### config.mk
export PLATFORM = sky130hd
export DESIGN_NAME = faic_flash
export DESIGN_NICKNAME = d
export VERILOG_FILES = /design/src/faic_flash.sv
export SDC_FILE = /design/constraint.sdc
export NUM_CORES = 1
export LEC_CHECK = 0
export BUFFER_PORTS_ARGS = -buffer_cell sky130_fd_sc_hd__buf_4
export CAP_MARGIN = 20
export CORE_MARGIN = 1.5
export CORE_UTILIZATION = 50
export DETAILED_ROUTE_END_ITERATION = 16
export PLACE_DENSITY_LB_ADDON = 0.15
export SETUP_SLACK_MARGIN = 0.05
export SKIP_CTS_REPAIR_TIMING = 1
export SYNTH_ARGS = -nofsm -noshare
export SYNTH_HDL_FRONTEND = slang
export SYNTH_SLANG_ARGS = --single-unit
export TNS_END_PERCENT = 50
### constraint.sdc
create_clock -name i_clk -period 3.72 [get_ports i_clk]
set_input_delay 1.116 -clock i_clk [delete_from_list [all_inputs] [get_ports i_clk]]
set_output_delay 1.116 -clock i_clk [all_outputs]
set_load 0.005 [all_outputs]
### src/faic_flash.sv
// Behavioural flash array that answers reads in order after a chosen latency.
`timescale 1ns/1ps
module faic_flash #(
  parameter logic [23:0] EV_ADDR = 24'h000014
) (
  input  wire logic        i_clk,
  input  wire logic        i_rstn,
  input  wire logic [1:0]  i_lat,
  input  wire logic        i_valid,
  input  wire logic [23:0] i_addr,
  output logic             o_valid,
  output logic      [31:0] o_data,
  output logic             o_eer,
  output logic             o_sbc
);
  logic [3:0]  v_reg;
  logic [23:0] a_reg [4];
  wire  [23:0] a = a_reg[i_lat];
  // Requests move one stage per clock and leave at the stage the bench picks.
  always_ff @(posedge i_clk or negedge i_rstn) begin
    if (!i_rstn) begin
      v_reg <= 4'h0;
    end else begin
      v_reg <= {v_reg[2:0], i_valid};
    end
  end
  // Address stages carry no reset; they only matter beside a valid stage.
  always_ff @(posedge i_clk) begin
    a_reg[0] <= i_addr;
    a_reg[1] <= a_reg[0];
    a_reg[2] <= a_reg[1];
    a_reg[3] <= a_reg[2];
  end
  // Outside an answer the data is inverted so that stale words never match.
  assign o_valid = v_reg[i_lat];
  assign o_data  = (o_valid ? 32'h5a00_0000 : 32'ha5ff_ffff) ^ {8'h00, a};
  assign o_eer   = o_valid && (a == EV_ADDR);
  assign o_sbc   = o_valid && (a == EV_ADDR + 24'h1);
endmodule

==> metrics.cfg <==
[route]
drt_wl_total_um = 5650
drtIter0Drc = 63
postRouteAntennaNets = 0
via_per_inst = 4.90
first_pass_iters = 4
drc_errors = 0
vias = 1715
avgRoutedWirePerCell_um = 16.2

[setup_path]
crit_chain = buf_16 > buf_12 > mux4_2 > nor4_2 > buf_4 > nand2_2 > nor3_2 > buf_4
critPathMaxFanout = 5
cp_num_cells = 8
crit_arrival_ns = 2.67
r2r_end = v_reg[1]
critPathSlowestCell = mux4_2
cp-startpoint = i_lat[0]
cpMostUsedCell = buf_4
worstSetupPathType = in2out
reg2reg_depth = 0
slowest_delay_ns = 0.53
cp-start-kind = input pin
cp.required_ns = 2.60
r2r_start = v_reg[0]
endpoint = o_eer
rrSetupSlack_ns = 3.21
cp_num_buf_inv = 4
cp-end-kind = output pin
crit_family = multiplexers

[yosys]
async_flop_share_pct = 4.00
synth_seq_cells = 100
synth.yosys.seq_area_share_pct = 65.7
avgSynthCellArea_um2 = 17.4
yosysWarnings = 0
netlist_instances = 177
synth-main-ff-cell = dfxtp_1
synth_area_mm2 = 0.00308
synth_nets = 206
synth_cell_types = 20
synth_edf_count = 0

[clock_tree]
clk_latency_ns = 0.36
cts_buffer_depth = 2
h-tree-depth = 3
cts_tree = done
cts.sinks = 100
clk_pin_slew_worst_paths_ns = 0.10
cts_buffers = 9
root_buffer = clkbuf_8

[grt]
overflow = 0
grt_antenna_before_repair = 0
grt_pass1_wl_um = 8360
first_global_vias = 1791
grt_max_degree = 22
track_usage_pct = 17.7

[die]
num_io_pins = 64
die-height_um = 81.4
initial_core_util_pct = 51.9
fp-row-count = 28
coreArea_mm2 = 0.00592
design.die.area_mm2 = 0.00663
fp.dieW_um = 81.4

[finish]
fin_nets = 299
layout_common_cells = dfxtp_1 (96), buf_4 (90), xnor2_1 (22), mux4_2 (13), mux4_1 (12)
ff_latch_area_mm2 = 0.00202
drive_gt1_share_pct = 49.5
multiInputGateArea_um2 = 950
diodes = 0
largest_reg_flops = 96
final_common_cell = dfxtp_1
syn_to_final_growth_pct = 32.8
fin_util_pct = 69.0
num-fill-cells = 441

[outcome]
violations = negative setup slack
status = finished with violations

[sta]
timing.final.crit_share_pct = 102
setup_ws_ns = -0.0690
holdWs_ns = 0.352
hold_violations = 0
slew_viol_final = 0
fin_crit_ns = 3.79
tightest_slew_ns = 0.319
skew_ns = 0.00715
setup_violations = 2
rsz0062_at_grt = yes
max_freq_mhz = 264
max_slew_margin_pct = 78.6

[power_and_ir_drop]
p_per_area_mw_per_mm2 = 521
power_uw = 2130
leakagePower_uw = 0.00175
ir_drop_uv = 333

[hold_path]
min_path_type = reg2reg

[placement]
post-dp-hpwl_um = 3630
finalWeightedCongestion = 0.788
portBuffers = 63
place_ws_ns = -0.381

[flow_run]
maxCapViolations = 0

[routing by layer]
layer / wire length, µm / GRT usage (%) / vias to the layer above / share of wire, %
met2: 3050 / 31.8 / 57 / 54
met1: 2220 / 18.7 / 832 / 39
li1: - / - / 817 / -
met3: 322 / 5.56 / 9 / 5.7
met5: 0 / 0 / - / 0
met4: 68 / 8.45 / 0 / 1.2
[cell type report]
class / instances / area share, %
multi-input cells: 60 / 23.3
clock inverters: 7 / 1.44
repair buffers: 98 / 20.4
flip-flops and latches: 100 / 49.5
inverters: 1 / 0.0919
clock buffers: 9 / 3.03
well taps: 75 / 2.30
[per-stage QoR]
step	setup TNS, ns	cell area, µm²	cells
2_1_floorplan	0	3080	177
3_3_place_gp	-0.701	3730	330
3_5_place_dp	-1.30	3730	330
4_1_cts	-1.25	3920	346
5_1_grt	-0.240	4080	350
6_report	-0.0960	4080	350
[how the worst min path moves through the flow]
| stage | from | endpoint | slack (ns) | cells after the start |
|---|---|---|---|---|
| after floorplan | a_reg[1][10] | a_reg[2][10] | 0.32 | 0 |
| after global placement | a_reg[1][11] | a_reg[2][11] | 0.33 | 0 |
| after detailed placement | a_reg[1][10] | a_reg[2][10] | 0.33 | 0 |
| after CTS | a_reg[1][10] | a_reg[2][10] | 0.35 | 0 |
| after global routing | a_reg[1][11] | a_reg[2][11] | 0.36 | 0 |
| final | a_reg[1][9] | a_reg[2][9] | 0.35 | 0 |
[cell usage after synthesis, types with 2 or more instances]
cell	n	area (µm²)
buf_2	3	15.0
buf_4	8	60.1
clkbuf_8	2	27.5
dfrtp_1	4	100
dfxtp_1	96	1920
mux4_1	14	368
mux4_2	11	248
nor4_1	3	18.8
nor4b_2	2	30.0
xnor2_1	24	210
[logic make-up (layout without fill, tap and decap cells)]
family                    Yosys count  after routing  synth area share [%]
muxes                              25             25                  20.0
buffers and inverters              17            115                  4.60
DFF                               100            100                  65.7
xor gates and xnor gates           24             24                  6.83
and+or+nand+nor                    11             11                  2.81
[power by group]
group | internal [µW] | switching [µW]
Combinational | 223 | 119
Clock | 253 | 382
Sequential | 1130 | 24.2
(Power assumes the default switching activity.)
